<file path="src/rtl/srpc_pkg.sv">
// Constants, register map and state codes of the suspend and resume power controller
// What this block does
// - Main 30, 48 and 60 MHz clocks come from one 12 MHz reference
// - In suspend main clocks stop; only the slow keep-alive clock runs
// - Port connect or disconnect, chip access or low wake pin start resume
// - Wake pin driven low while awake; floats high while suspended
// - In suspend a high wake pin does nothing; low starts wake-up
// - Resume state held for clock-off count in power-down bits 31..16, default 10 ms
// - Run bit set during hold gives normal operation, else back to suspend
// - Clock-off count reaches hold times of about 500 ms or more
// - Power-down register holds per-block disable bits for the main clocks
// - Clocks-ready raised within 100 us of the wake event
// - With power kept on, wake to suspend takes about 100 ms
package srpc_pkg;

	localparam int CLK_HZ = 50_000_000;
	localparam int CLK_PERIOD_NS = 20;
	localparam int REF_CLK_MHZ = 12;
	localparam int KEEPALIVE_HZ = 100_000;
	localparam int KEEPALIVE_DIV = CLK_HZ / KEEPALIVE_HZ;
	localparam int MS_PER_S = 1000;

	// Resume hold and suspend entry, counted in keep-alive ticks
	localparam int CLKOFF_DEFAULT_MS = 10;
	localparam logic [15:0] CLKOFF_RESET = 16'(CLKOFF_DEFAULT_MS * (KEEPALIVE_HZ / MS_PER_S));
	localparam int SUSPEND_DELAY_MS = 100;
	localparam int SUSPEND_TICKS_DEF = SUSPEND_DELAY_MS * (KEEPALIVE_HZ / MS_PER_S);

	// PLL restart time, least time rounded up to cycles
	localparam int PLL_LOCK_NS = 50_000;
	localparam int PLL_LOCK_CYC = (PLL_LOCK_NS + CLK_PERIOD_NS - 1) / CLK_PERIOD_NS;
	localparam logic [11:0] PLL_LOCK_LAST = 12'(PLL_LOCK_CYC - 1);

	// Byte addresses on the register bus
	localparam logic [3:0] REG_PWRDN = 4'h0;
	localparam logic [3:0] REG_CMD = 4'h4;
	localparam logic [3:0] REG_STAT = 4'h8;

	// Field positions
	localparam int CLKOFF_LSB = 16;
	localparam int CLKOFF_MSB = 31;
	localparam int DIS_CLK30_BIT = 0;
	localparam int DIS_CLK48_BIT = 1;
	localparam int DIS_CLK60_BIT = 2;
	localparam int BLKDIS_MSB = 2;
	localparam int RUN_BIT = 0;
	localparam int STAT_STATE_MSB = 2;
	localparam int STAT_READY_BIT = 4;
	localparam int STAT_AWAKE_BIT = 5;
	localparam logic [2:0] BLKDIS_RESET = 3'h0;

	typedef enum logic [2:0] {
		ST_AWAKE = 3'h0,
		ST_SUSP_ENTRY = 3'h1,
		ST_SUSPENDED = 3'h2,
		ST_WAKE_LOCK = 3'h3,
		ST_RESUME_HOLD = 3'h4
	} srpc_state_e;

	// Merge bus write data into a register under byte enables
	function automatic logic [31:0] srpc_merge(input logic [31:0] old, input logic [31:0] wdata,
		input logic [3:0] be);
		logic [31:0] res;
		res = old;
		for (int i = 0; i < 4; i++) begin
			if (be[i]) begin
				res[i*8 +: 8] = wdata[i*8 +: 8];
			end
		end
		return res;
	endfunction : srpc_merge

endpackage : srpc_pkg

</file>
<file path="src/rtl/srpc_tick_div.sv">
// Divider giving a one-cycle enable pulse every DIV clocks
`timescale 1ns/1ps
module srpc_tick_div #(
	parameter int DIV = 500
) (
	input wire logic i_clk,
	input wire logic i_reset,
	output logic o_tick
);
	localparam int W = $clog2(DIV);
	localparam logic [W-1:0] LAST = W'(DIV - 1);
	localparam logic [W-1:0] ZERO = '0;

	logic [W-1:0] cnt_r;
	logic [W-1:0] cnt_nxt;
	logic tick_nxt;

	always_comb begin
		tick_nxt = (cnt_r == LAST);
		cnt_nxt = tick_nxt ? ZERO : cnt_r + W'(1);
	end

	always_ff @(posedge i_clk) begin
		if (i_reset) begin
			cnt_r <= '0;
			o_tick <= 1'b0;
		end else begin
			cnt_r <= cnt_nxt;
			o_tick <= tick_nxt;
		end
	end

endmodule : srpc_tick_div

</file>
<file path="src/rtl/srpc_top.sv">
// Suspend and resume power controller with Avalon-MM register slave
//
// Implementation choices: register access over Avalon-MM and the placing of the registers.
`timescale 1ns/1ps
module srpc_top #(
	parameter logic [15:0] P_SUSPEND_TICKS = 16'(srpc_pkg::SUSPEND_TICKS_DEF)
) (
	input wire logic i_clk,
	input wire logic i_reset,
	input wire logic [3:0] i_avs_address,
	input wire logic i_avs_read,
	input wire logic i_avs_write,
	input wire logic [31:0] i_avs_writedata,
	input wire logic [3:0] i_avs_byteenable,
	output logic [31:0] o_avs_readdata,
	output logic o_avs_waitrequest,
	input wire logic i_suspend_wake_pin_i,
	output logic o_suspend_wake_pin_o,
	output logic o_suspend_wake_pin_oe_n,
	input wire logic i_port_connect,
	output logic o_pll_en,
	output logic o_clk30_run,
	output logic o_clk48_run,
	output logic o_clk60_run,
	output logic o_keepalive_tick,
	output logic o_clocks_ready_irq,
	output logic o_awake
);
	import srpc_pkg::*;

	// Keep-alive tick, the only time base left in suspend
	srpc_tick_div #(
		.DIV(KEEPALIVE_DIV)
	) u_keepalive (
		.i_clk(i_clk),
		.i_reset(i_reset),
		.o_tick(o_keepalive_tick)
	);

	// Pin synchronisers
	logic pin_s1_r, pin_s2_r, port_s1_r, port_s2_r, port_s3_r;
	// Pin release, delayed to line up with the synchronised pin level
	logic rel_d1_r, rel_d2_r;
	always_ff @(posedge i_clk) begin
		if (i_reset) begin
			pin_s1_r <= 1'b1;
			pin_s2_r <= 1'b1;
			port_s1_r <= 1'b0;
			port_s2_r <= 1'b0;
			port_s3_r <= 1'b0;
			rel_d1_r <= 1'b0;
			rel_d2_r <= 1'b0;
		end else begin
			pin_s1_r <= i_suspend_wake_pin_i;
			pin_s2_r <= pin_s1_r;
			port_s1_r <= i_port_connect;
			port_s2_r <= port_s1_r;
			port_s3_r <= port_s2_r;
			rel_d1_r <= o_suspend_wake_pin_oe_n;
			rel_d2_r <= rel_d1_r;
		end
	end

	srpc_state_e state_r, state_nxt;
	logic [15:0] clkoff_r, clkoff_nxt;
	logic [2:0] blkdis_r, blkdis_nxt;
	logic run_r, run_nxt;
	logic ready_r, ready_nxt;
	logic pend_r, pend_nxt;
	logic [15:0] hold_cnt_r, hold_cnt_nxt;
	logic [15:0] susp_cnt_r, susp_cnt_nxt;
	logic [11:0] lock_cnt_r, lock_cnt_nxt;
	logic ack_r, ack_nxt;
	logic [31:0] rdata_nxt;
	logic pll_nxt, gate_nxt, oe_n_nxt;
	logic req, clocks_on, wake_now, wr_pwrdn, wr_cmd, clr_ready, set_ready;
	logic [31:0] pwrdn_word, cmd_word, stat_word, merged;

	always_comb begin
		req = i_avs_read | i_avs_write;
		clocks_on = (state_r == ST_AWAKE) || (state_r == ST_SUSP_ENTRY) || (state_r == ST_RESUME_HOLD);
		// Wake sources; a bus access stands for chip select
		// Own low drive still in the synchroniser after release is no wake
		wake_now = (!pin_s2_r && rel_d2_r) || (port_s2_r != port_s3_r) || req;
		pwrdn_word = '0;
		pwrdn_word[CLKOFF_MSB:CLKOFF_LSB] = clkoff_r;
		pwrdn_word[BLKDIS_MSB:0] = blkdis_r;
		cmd_word = '0;
		cmd_word[RUN_BIT] = run_r;
		stat_word = '0;
		stat_word[STAT_STATE_MSB:0] = state_r;
		stat_word[STAT_READY_BIT] = ready_r;
		stat_word[STAT_AWAKE_BIT] = !o_suspend_wake_pin_oe_n;
		// Access completes only while main clocks run
		ack_nxt = req && !ack_r && clocks_on;
		rdata_nxt = o_avs_readdata;
		if (ack_nxt && i_avs_read) begin
			unique case (i_avs_address)
				REG_PWRDN: rdata_nxt = pwrdn_word;
				REG_CMD: rdata_nxt = cmd_word;
				REG_STAT: rdata_nxt = stat_word;
				default: rdata_nxt = '0;
			endcase
		end
		wr_pwrdn = ack_r && i_avs_write && (i_avs_address == REG_PWRDN);
		wr_cmd = ack_r && i_avs_write && (i_avs_address == REG_CMD);
		clr_ready = ack_r && i_avs_write && (i_avs_address == REG_STAT)
			&& i_avs_byteenable[0] && i_avs_writedata[STAT_READY_BIT];
		merged = srpc_merge(pwrdn_word, i_avs_writedata, i_avs_byteenable);
		clkoff_nxt = wr_pwrdn ? merged[CLKOFF_MSB:CLKOFF_LSB] : clkoff_r;
		blkdis_nxt = wr_pwrdn ? merged[BLKDIS_MSB:0] : blkdis_r;
		run_nxt = (wr_cmd && i_avs_byteenable[0]) ? i_avs_writedata[RUN_BIT] : run_r;
	end

	// Power state machine
	always_comb begin
		state_nxt = state_r;
		hold_cnt_nxt = hold_cnt_r;
		susp_cnt_nxt = susp_cnt_r;
		lock_cnt_nxt = lock_cnt_r;
		pend_nxt = 1'b0;
		set_ready = 1'b0;
		unique case (state_r)
			ST_AWAKE: begin
				if (!run_r) begin
					state_nxt = ST_SUSP_ENTRY;
					susp_cnt_nxt = P_SUSPEND_TICKS;
				end
			end
			ST_SUSP_ENTRY: begin
				if (run_r) begin
					state_nxt = ST_AWAKE;
				end else if (o_keepalive_tick) begin
					if (susp_cnt_r == '0) begin
						state_nxt = ST_SUSPENDED;
					end else begin
						susp_cnt_nxt = susp_cnt_r - 16'h0001;
					end
				end
			end
			ST_SUSPENDED: begin
				// Wake events caught between ticks, acted on at a tick
				pend_nxt = pend_r || wake_now;
				if (o_keepalive_tick && (pend_r || wake_now)) begin
					state_nxt = ST_WAKE_LOCK;
					lock_cnt_nxt = '0;
					pend_nxt = 1'b0;
				end
			end
			ST_WAKE_LOCK: begin
				if (lock_cnt_r == PLL_LOCK_LAST) begin
					state_nxt = ST_RESUME_HOLD;
					hold_cnt_nxt = clkoff_r;
					set_ready = 1'b1;
				end else begin
					lock_cnt_nxt = lock_cnt_r + 12'h001;
				end
			end
			ST_RESUME_HOLD: begin
				if (run_r) begin
					state_nxt = ST_AWAKE;
				end else if (o_keepalive_tick) begin
					if (hold_cnt_r == '0) begin
						state_nxt = ST_SUSPENDED;
					end else begin
						hold_cnt_nxt = hold_cnt_r - 16'h0001;
					end
				end
			end
			default: state_nxt = ST_SUSPENDED;
		endcase
		// Set wins over a clear in the same cycle
		ready_nxt = set_ready || (ready_r && !clr_ready);
		pll_nxt = (state_nxt != ST_SUSPENDED);
		gate_nxt = (state_nxt == ST_AWAKE) || (state_nxt == ST_SUSP_ENTRY) || (state_nxt == ST_RESUME_HOLD);
		oe_n_nxt = (state_nxt == ST_SUSPENDED);
	end

	always_ff @(posedge i_clk) begin
		if (i_reset) begin
			state_r <= ST_AWAKE;
			clkoff_r <= CLKOFF_RESET;
			blkdis_r <= BLKDIS_RESET;
			run_r <= 1'b0;
			ready_r <= 1'b0;
			pend_r <= 1'b0;
			hold_cnt_r <= '0;
			susp_cnt_r <= '0;
			lock_cnt_r <= '0;
			ack_r <= 1'b0;
			o_avs_readdata <= '0;
			o_avs_waitrequest <= 1'b1;
			o_suspend_wake_pin_o <= 1'b0;
			o_suspend_wake_pin_oe_n <= 1'b0;
			o_pll_en <= 1'b1;
			o_clk30_run <= 1'b0;
			o_clk48_run <= 1'b0;
			o_clk60_run <= 1'b0;
			o_clocks_ready_irq <= 1'b0;
			o_awake <= 1'b1;
		end else begin
			state_r <= state_nxt;
			clkoff_r <= clkoff_nxt;
			blkdis_r <= blkdis_nxt;
			run_r <= run_nxt;
			ready_r <= ready_nxt;
			pend_r <= pend_nxt;
			hold_cnt_r <= hold_cnt_nxt;
			susp_cnt_r <= susp_cnt_nxt;
			lock_cnt_r <= lock_cnt_nxt;
			ack_r <= ack_nxt;
			o_avs_readdata <= rdata_nxt;
			o_avs_waitrequest <= !ack_nxt;
			o_suspend_wake_pin_o <= 1'b0;
			o_suspend_wake_pin_oe_n <= oe_n_nxt;
			o_pll_en <= pll_nxt;
			o_clk30_run <= gate_nxt && !blkdis_nxt[DIS_CLK30_BIT];
			o_clk48_run <= gate_nxt && !blkdis_nxt[DIS_CLK48_BIT];
			o_clk60_run <= gate_nxt && !blkdis_nxt[DIS_CLK60_BIT];
			o_clocks_ready_irq <= ready_nxt;
			o_awake <= !oe_n_nxt;
		end
	end

	// Checks
	localparam int KA_MAX = KEEPALIVE_DIV;

	// Cycles spent waiting for lock, for the clocks-ready deadline
	logic [11:0] lock_age_r, lock_age_nxt;
	always_comb begin
		lock_age_nxt = '0;
		if (state_r == ST_WAKE_LOCK) begin
			lock_age_nxt = lock_age_r + 12'h001;
		end
	end
	always_ff @(posedge i_clk) begin
		if (i_reset) begin
			lock_age_r <= '0;
		end else begin
			lock_age_r <= lock_age_nxt;
		end
	end
endmodule : srpc_top

</file>
<file path="config.mk">
export PLATFORM = sky130hd
export DESIGN_NAME = srpc_top
export DESIGN_NICKNAME = d
export VERILOG_FILES = /design/src/rtl/srpc_pkg.sv /design/src/rtl/srpc_tick_div.sv /design/src/rtl/srpc_top.sv
export SDC_FILE = /design/constraint.sdc
export NUM_CORES = 1
export LEC_CHECK = 0
export ABC_AREA = 1
export BUFFER_PORTS_ARGS = -buffer_cell sky130_fd_sc_hd__buf_2
export CORE_MARGIN = 5
export CORE_UTILIZATION = 45
export CTS_CLUSTER_DIAMETER = 150
export CTS_CLUSTER_SIZE = 8
export DETAILED_ROUTE_END_ITERATION = 12
export PLACE_DENSITY = 0.75
export RECOVER_POWER = 50
export REMOVE_ABC_BUFFERS = 1
export SLEW_MARGIN = 20
export SYNTH_ARGS = -nofsm -noshare
export SYNTH_HDL_FRONTEND = slang
export SYNTH_SLANG_ARGS = --single-unit
</file>
<file path="constraint.sdc">
create_clock -name i_clk -period 1.55 [get_ports i_clk]
set_input_delay 0.31 -clock i_clk [delete_from_list [all_inputs] [get_ports i_clk]]
set_output_delay 0.31 -clock i_clk [all_outputs]
set_load 0.02 [all_outputs]
</file>
==> results.toml, run 1 <==
[run_status]
status = "finished with violations"
violations = "setup timing"

[routing]
drt_iter0_drc = 415
wire_per_inst_um = 13.24
drt-total-wl_um = 15240
topRoutingLayerUsed = "met4"
remaining_drc_errors = 0
via_per_inst = 5.047
ant_nets = 0
dr_wl_met3_um = 1006
wl_met1_um = 6658
met2_length_um = 7257
firstDrtPassIters = 5
vias = 5809

[die]
fp.coreArea_um2 = 12470
dieArea_um2 = 14930
row_count = 41
fp.dieW_um = 122.2
ios = 88
initial_utilization_pct = 45.43
die_h_um = 122.2

[yosys]
synth_cell_types = 40
ys_warn_count = 0
synthCells = 841
ys_ff_latch = 114
synth_seq_area_share_pct = 40.30
synth_area_per_cell_um2 = 6.734
syn_area_um2 = 5663

[timing]
fin_worst_skew_ns = 0.009741
rsz0062_at_grt = "true"
slew_viol_final = 0
period_share_pct = 102.7
setup_viol = 1
layout_min_cycle_time_ns = 1.591
final.setup.worst_slack_ns = -0.04132
hold_violations = 0
max_freq_mhz = 628.4

[clock_network]
cts_buffers = 17
cts_tree = "yes"
clk_path_buf_depth = 2
htreeDepth = 4
cts_hold_buf = 0
cts.sinks = 114
ctsRootBufferMaster = "clkbuf_16"
clock_latency_ns = 0.42
clkTransAtPathRegs_ns = 0.06

[grt]
grt_pass1_wl_um = 23650
global_route.overflow_total = 0
track_usage_pct = 19.65
grt_max_degree = 48
antenna_found_initial = 0
grt_pass1_vias = 5228

[pwr]
ir_drop_mv = 0.7124
p_leak_uw = 0.003383
p_per_area_nw_per_um2 = 1019

[layout]
stdcell_area_um2 = 7541
drive_above_1_share_pct = 27.07
num-nets-final = 1016
layout_common_cells = "nand2_1, nor2_1, dfxtp_1, nand3_1, inv_1"
final_cells = 1151
final_common_cell = "nand2_1"
antenna_cells = 0
area_growth_pct = 33.16

[setup_path]
crit_required_ns = 1.90
crit_chain = "ha_4, inv_4, nor3_4, nand3_2, nand2_4, nand2_8, inv_8, nand2_1, a21oi_2"
crit_arrival_ns = 1.94
max_stage_delay_ns = 0.35
crit_path_max_fanout = 6
setup.worst_path.class = "register to register"
start_kind = "register"
cp-end-kind = "register"
slowest_stage = "dfxtp_2"

[placement]
port_buffers = 62
place_ws_ns = -0.08621
dpl-instance-area_um2 = 6513
place.gp.congestion = 0.8992
hpwl_um = 10190
dp.cells = 1110

[worst_hold_path]
worstHoldPathType = "input port to register"

[run]
drv_cap = 0
-- Yosys cell counts --
cell        n  share of area (%)
or2_2       6               0.66
dfxtp_1   114                 40
nand3b_1    5               0.66
nand4_2     1               0.22
nand2_4     1               0.20
o21ai_0    31                2.7
nand2_1   179                 12
buf_6       5               0.99
nor2_4      1               0.20
ha_1        4               0.88
buf_4      13                1.7
inv_1      77                5.1
o22ai_1     3               0.33
o311a_1     1               0.18
nor3_2      3               0.53
nor4_1      1               0.11
xor2_1      9                1.4
conb_1      1              0.066
inv_2       7               0.46
or2_1       1               0.11
buf_1       1              0.066
a21oi_1    68                6.0
nand2_2     5               0.55
o21ai_2     1               0.15
buf_2       6               0.53
nand3_1    89                7.9
nor3b_1     2               0.27
clkbuf_1   14               0.93
nand3_2     1               0.18
nor2_2      3               0.33
clkinv_2    1              0.088
nor3_1      5               0.44
nand3_4     1               0.31
xnor2_1     4               0.62
nand4_1    10                1.1
o21ai_1    17                1.5
nor3_4      1               0.29
clkinv_4    1               0.15
o21a_1      1               0.13
nor2_1    147                9.7
-- final timing paths --
check	start	slack, ns	cells after the start	to
setup / recovery	lock_cnt_r[1]$_SDFFE_PP0P_	-0.04	9	lock_cnt_r[10]$_SDFFE_PP0P_
hold / removal	i_suspend_wake_pin_i	0.08	2	pin_s1_r$_SDFF_PP1_
setup reg to reg	lock_cnt_r[1]$_SDFFE_PP0P_	-0.04	9	lock_cnt_r[10]$_SDFFE_PP0P_
hold reg to reg	rel_d1_r$_SDFF_PP0_	0.40	2	rel_d2_r$_SDFF_PP0_
-- registers in the layout (all words and copies together), names as in the netlist, 3 cells and up --
name / flops
lock_cnt_r: 12
u_keepalive.cnt_r: 9
blkdis_r: 3
o_avs_readdata: 21
state_r: 3
hold_cnt_r: 16
clkoff_r: 16
susp_cnt_r: 16
-- per-layer routing --
metal	up-vias	global-route usage [%]
met5	-	0
met4	0	6.998
li1	2943	-
met2	195	31.77
met3	30	5.757
met1	2641	25.01
-- kinds of logic after synthesis --
kind of cell / after synthesis / share of synthesized area [%]
other: 1 / 0.06622
AO/OA/AOI/OAI: 122 / 11.05
adder cells (fa/ha/maj): 4 / 0.8838
buffers and inverters: 125 / 10.05
flip-flops: 114 / 40.30
AND/OR/NAND/NOR: 462 / 35.64
XOR/XNOR: 13 / 2.011
-- timing repair --
item	in CTS	in global routing
pin swaps	0	24
cloned	0	4
buffers inserted	0	5
resized for setup	2	103
setup endpoints to repair	17	51
-- power breakdown --
part	internal (uW)	switching, uW	total (uW)
logic	296	512	808
clock network	2370	1450	3830
registers	3000	53.9	3050
-- critical path: cells and delay by family, from the launching register on --
family,cells,cell delay (ns)
AND/OR/NAND/NOR,5,0.73
AO/OA/AOI/OAI,1,0.15
adder cells (fa/ha/maj),1,0.15
flip-flops,1,0.35
buffers and inverters,2,0.14
-- cell type report --
class,count,area (um^2)
inverters,86,345.3
flip-flops and latches,114,2288
fillers,1061,4925
clock buffers,17,425.4
repair inverters,1,11.26
repair buffers,131,900.9
multi-input cells,615,3194
well taps,172,215.2
clock inverters,15,160.2
-- stage by stage --
step | TNS, ns | utilization [%] | power (uW) | hold WS (ns)
finish | -0.04132 | 60.49 | 7684 | 0.08007
global route | -0.9782 | 60.49 | 7997 | 0.07301
CTS | 0 | 57.02 | 7663 | 0.07141
detailed placement | -1.093 | 52.24 | 3851 | 0.3927
global placement | -0.6936 | 52.24 | 3839 | 0.3934
floorplan | -4.649 | - | 3581 | 0.3791
No activity file was read; power rests on OpenSTA's default activity.
==> run 2, diff against run 1 <==
--- a/config.mk
+++ b/config.mk
@@ -9,2 +9,3 @@
 export BUFFER_PORTS_ARGS = -buffer_cell sky130_fd_sc_hd__buf_2
+export CAP_MARGIN = 20
 export CORE_MARGIN = 5
@@ -14,2 +15,3 @@
 export DETAILED_ROUTE_END_ITERATION = 12
+export GPL_ROUTABILITY_DRIVEN = 0
 export PLACE_DENSITY = 0.75
==> constraint.sdc (replaced) <==
create_clock -name i_clk -period 1.55 [get_ports i_clk]
set_input_delay 0.2325 -clock i_clk [delete_from_list [all_inputs] [get_ports i_clk]]
set_output_delay 0.2325 -clock i_clk [all_outputs]
set_load 0.02 [all_outputs]
==> run 2 against run 1 <==
The run still ends with setup timing left. Via count is 1.8% higher. Sequential power about the same. First-iteration DRC count grew 6.5%. Design area increased by 0.85%. Final cell count rose by 0.17%. Worst setup slack worse by 0.034 ns. Die area did not move. Global-route usage is 0.79 points higher. Critical path depth is 1 lower. Register-to-register slack got worse by 0.03 ns. Clock skew down 0.0022 ns. Largest cell class unchanged. Largest power group unchanged.
==> results.toml, run 2 (synthesized netlist as in run 1, its figures left out) <==
[clock_network]
cts_tree = "yes"
cts.sinks = 114
htreeDepth = 4
cts_buffers = 17
clkTransAtPathRegs_ns = 0.06
clock_latency_ns = 0.42
ctsRootBufferMaster = "clkbuf_16"
clk_path_buf_depth = 2

[setup_path]
rr_startpoint = "lock_cnt_r[1]$_SDFFE_PP0P_"
regToRegSetupSlack_ns = -0.08
start_kind = "register"
setup.worst_path.class = "register to register"
crit_path_max_fanout = 5
cp-startpoint = "lock_cnt_r[1]$_SDFFE_PP0P_"
regToRegEndpoint = "lock_cnt_r[2]$_SDFFE_PP0P_"
crit_arrival_ns = 1.93
crit_required_ns = 1.85
cp-end-kind = "register"
reg2reg_depth = 8

[routing]
firstDrtPassIters = 5
drt-total-wl_um = 15980
wire_per_inst_um = 13.86
vias = 5915
remaining_drc_errors = 0
drt_iter0_drc = 442
ant_nets = 0
via_per_inst = 5.130

[layout]
regMostFlops = "o_avs_readdata"
num-nets-final = 1018
final_cells = 1153
final_core_util_pct = 61.01
largest_reg_flops = 21
layout_common_cells = "nand2_1, nor2_1, dfxtp_1, nand3_1, inv_1"
area_growth_pct = 34.29
nFillCells = 1077
final_common_cell = "nand2_1"
drive_above_1_share_pct = 23.45
seq_area_um2 = 2290
antenna_cells = 0
multi_input_area_um2 = 3198

[worst_hold_path]
min_to = "clkoff_r[3]$_SDFFE_PP1P_"
hold_path.startpoint = "i_avs_writedata[19]"
hold_depth = 3
worstHoldPathType = "input port to register"

[pwr]
p_leak_uw = 0.003321
ir_drop_mv = 0.9578
p_per_area_nw_per_um2 = 1102

[timing]
max_freq_mhz = 615.1
hold_violations = 0
period_share_pct = 104.9
layout_min_cycle_time_ns = 1.626
fin_worst_skew_ns = 0.007493
setup_viol = 18
final.setup.worst_slack_ns = -0.07569
rsz0062_at_grt = "true"
slew_viol_final = 0

[grt]
track_usage_pct = 20.45
antenna_found_initial = 0
global_route.overflow_total = 0
grt_pass1_vias = 5419
grt_pass1_wl_um = 24650
grt_max_degree = 41

[placement]
hpwl_um = 10230
port_buffers = 62
dp.cells = 1111

[die]
initial_utilization_pct = 45.43
ios = 88
die_h_um = 122.2
row_count = 41
dieArea_um2 = 14930
fp.dieW_um = 122.2
fp.coreArea_um2 = 12470

[run_status]
violations = "setup timing"
status = "finished with violations"

[run]
drv_cap = 0
[run 2: cell types whose count changed in the layout (fill, tap and decap cells not counted), sizes merged]
cell,delta
dlygate4sd3,+1
buf,-32
clkbuf,+39
bufinv,+3
clkinv,-3
inv,-3
clkinvlp,-4
nand2,+1
[run 2: worst max path at each step]
stage,depth (start not counted),to,slack (ns)
2_1_floorplan,7,o_avs_readdata[0]$_SDFFE_PP0P_,-0.18
3_3_place_gp,8,clkoff_r[7]$_SDFFE_PP1P_,-0.07
3_5_place_dp,7,clkoff_r[15]$_SDFFE_PP0P_,-0.08
4_1_cts,8,o_suspend_wake_pin_oe_n$_SDFF_PP0_,-0.002
5_1_grt,8,o_suspend_wake_pin_oe_n$_SDFF_PP0_,-0.12
6_report,8,lock_cnt_r[2]$_SDFFE_PP0P_,-0.08
[run 2: what timing repair did]
item,4_1_cts,5_1_grt
setup endpoints to repair,35,56
resized for setup,8,94
gates cloned,0,4
pin swaps,1,31
buffers inserted,0,5
endpoints found under the hold margin,1,0
hold buffers,1,0
[run 2: final cells by class]
cell class              count  share of cell area [%]
well taps                 172                   2.830
repair buffers            132                   11.47
clock buffers              24                   6.598
inverters                  86                   4.574
flip-flops and latches    114                   30.11
clock inverters             8                   2.254
multi-input cells         616                   42.05
repair inverters            1                  0.1152
[run 2: stage by stage]
| step | TNS (ns) | instance area [um^2] | total power [uW] | hold slack [ns] | worst slack (ns) |
|---|---|---|---|---|---|
| 3_3_place_gp | -1.446 | 6507 | 3854 | 0.3897 | -0.07396 |
| 2_1_floorplan | -4.649 | 5464 | 3581 | 0.3016 | -0.1812 |
| 3_5_place_dp | -1.589 | 6507 | 3866 | 0.3965 | -0.07958 |
| 4_1_cts | -0.002495 | 7232 | 8307 | 0.002933 | -0.002495 |
| 5_1_grt | -3.814 | 7605 | 8678 | 0.02381 | -0.1201 |
| 6_report | -0.6020 | 7605 | 8378 | 0.01698 | -0.07569 |
[run 2: routing by layer]
metal | global-route usage (%) | wire length [um] | up-vias
met2 | 34.84 | 7841 | 187
met1 | 24.40 | 6658 | 2714
met4 | 7.698 | 533 | 0
met3 | 5.896 | 945 | 51
li1 | - | - | 2963
met5 | 0 | 0 | -
[run 2: critical path, stage by stage (launching register included)]
cell     delay, ns
dfxtp_2       0.35
ha_4          0.15
inv_4         0.04
nor3_4        0.27
nand3_2       0.18
nand2_4       0.16
nand2_4       0.09
a21oi_1       0.20
nor2_1        0.08
[run 2: power breakdown]
group / total (uW) / internal (uW) / switching [uW]
Clock: 4430 / 3060 / 1360
Sequential: 3050 / 3000 / 52.1
Combinational: 897 / 330 / 567
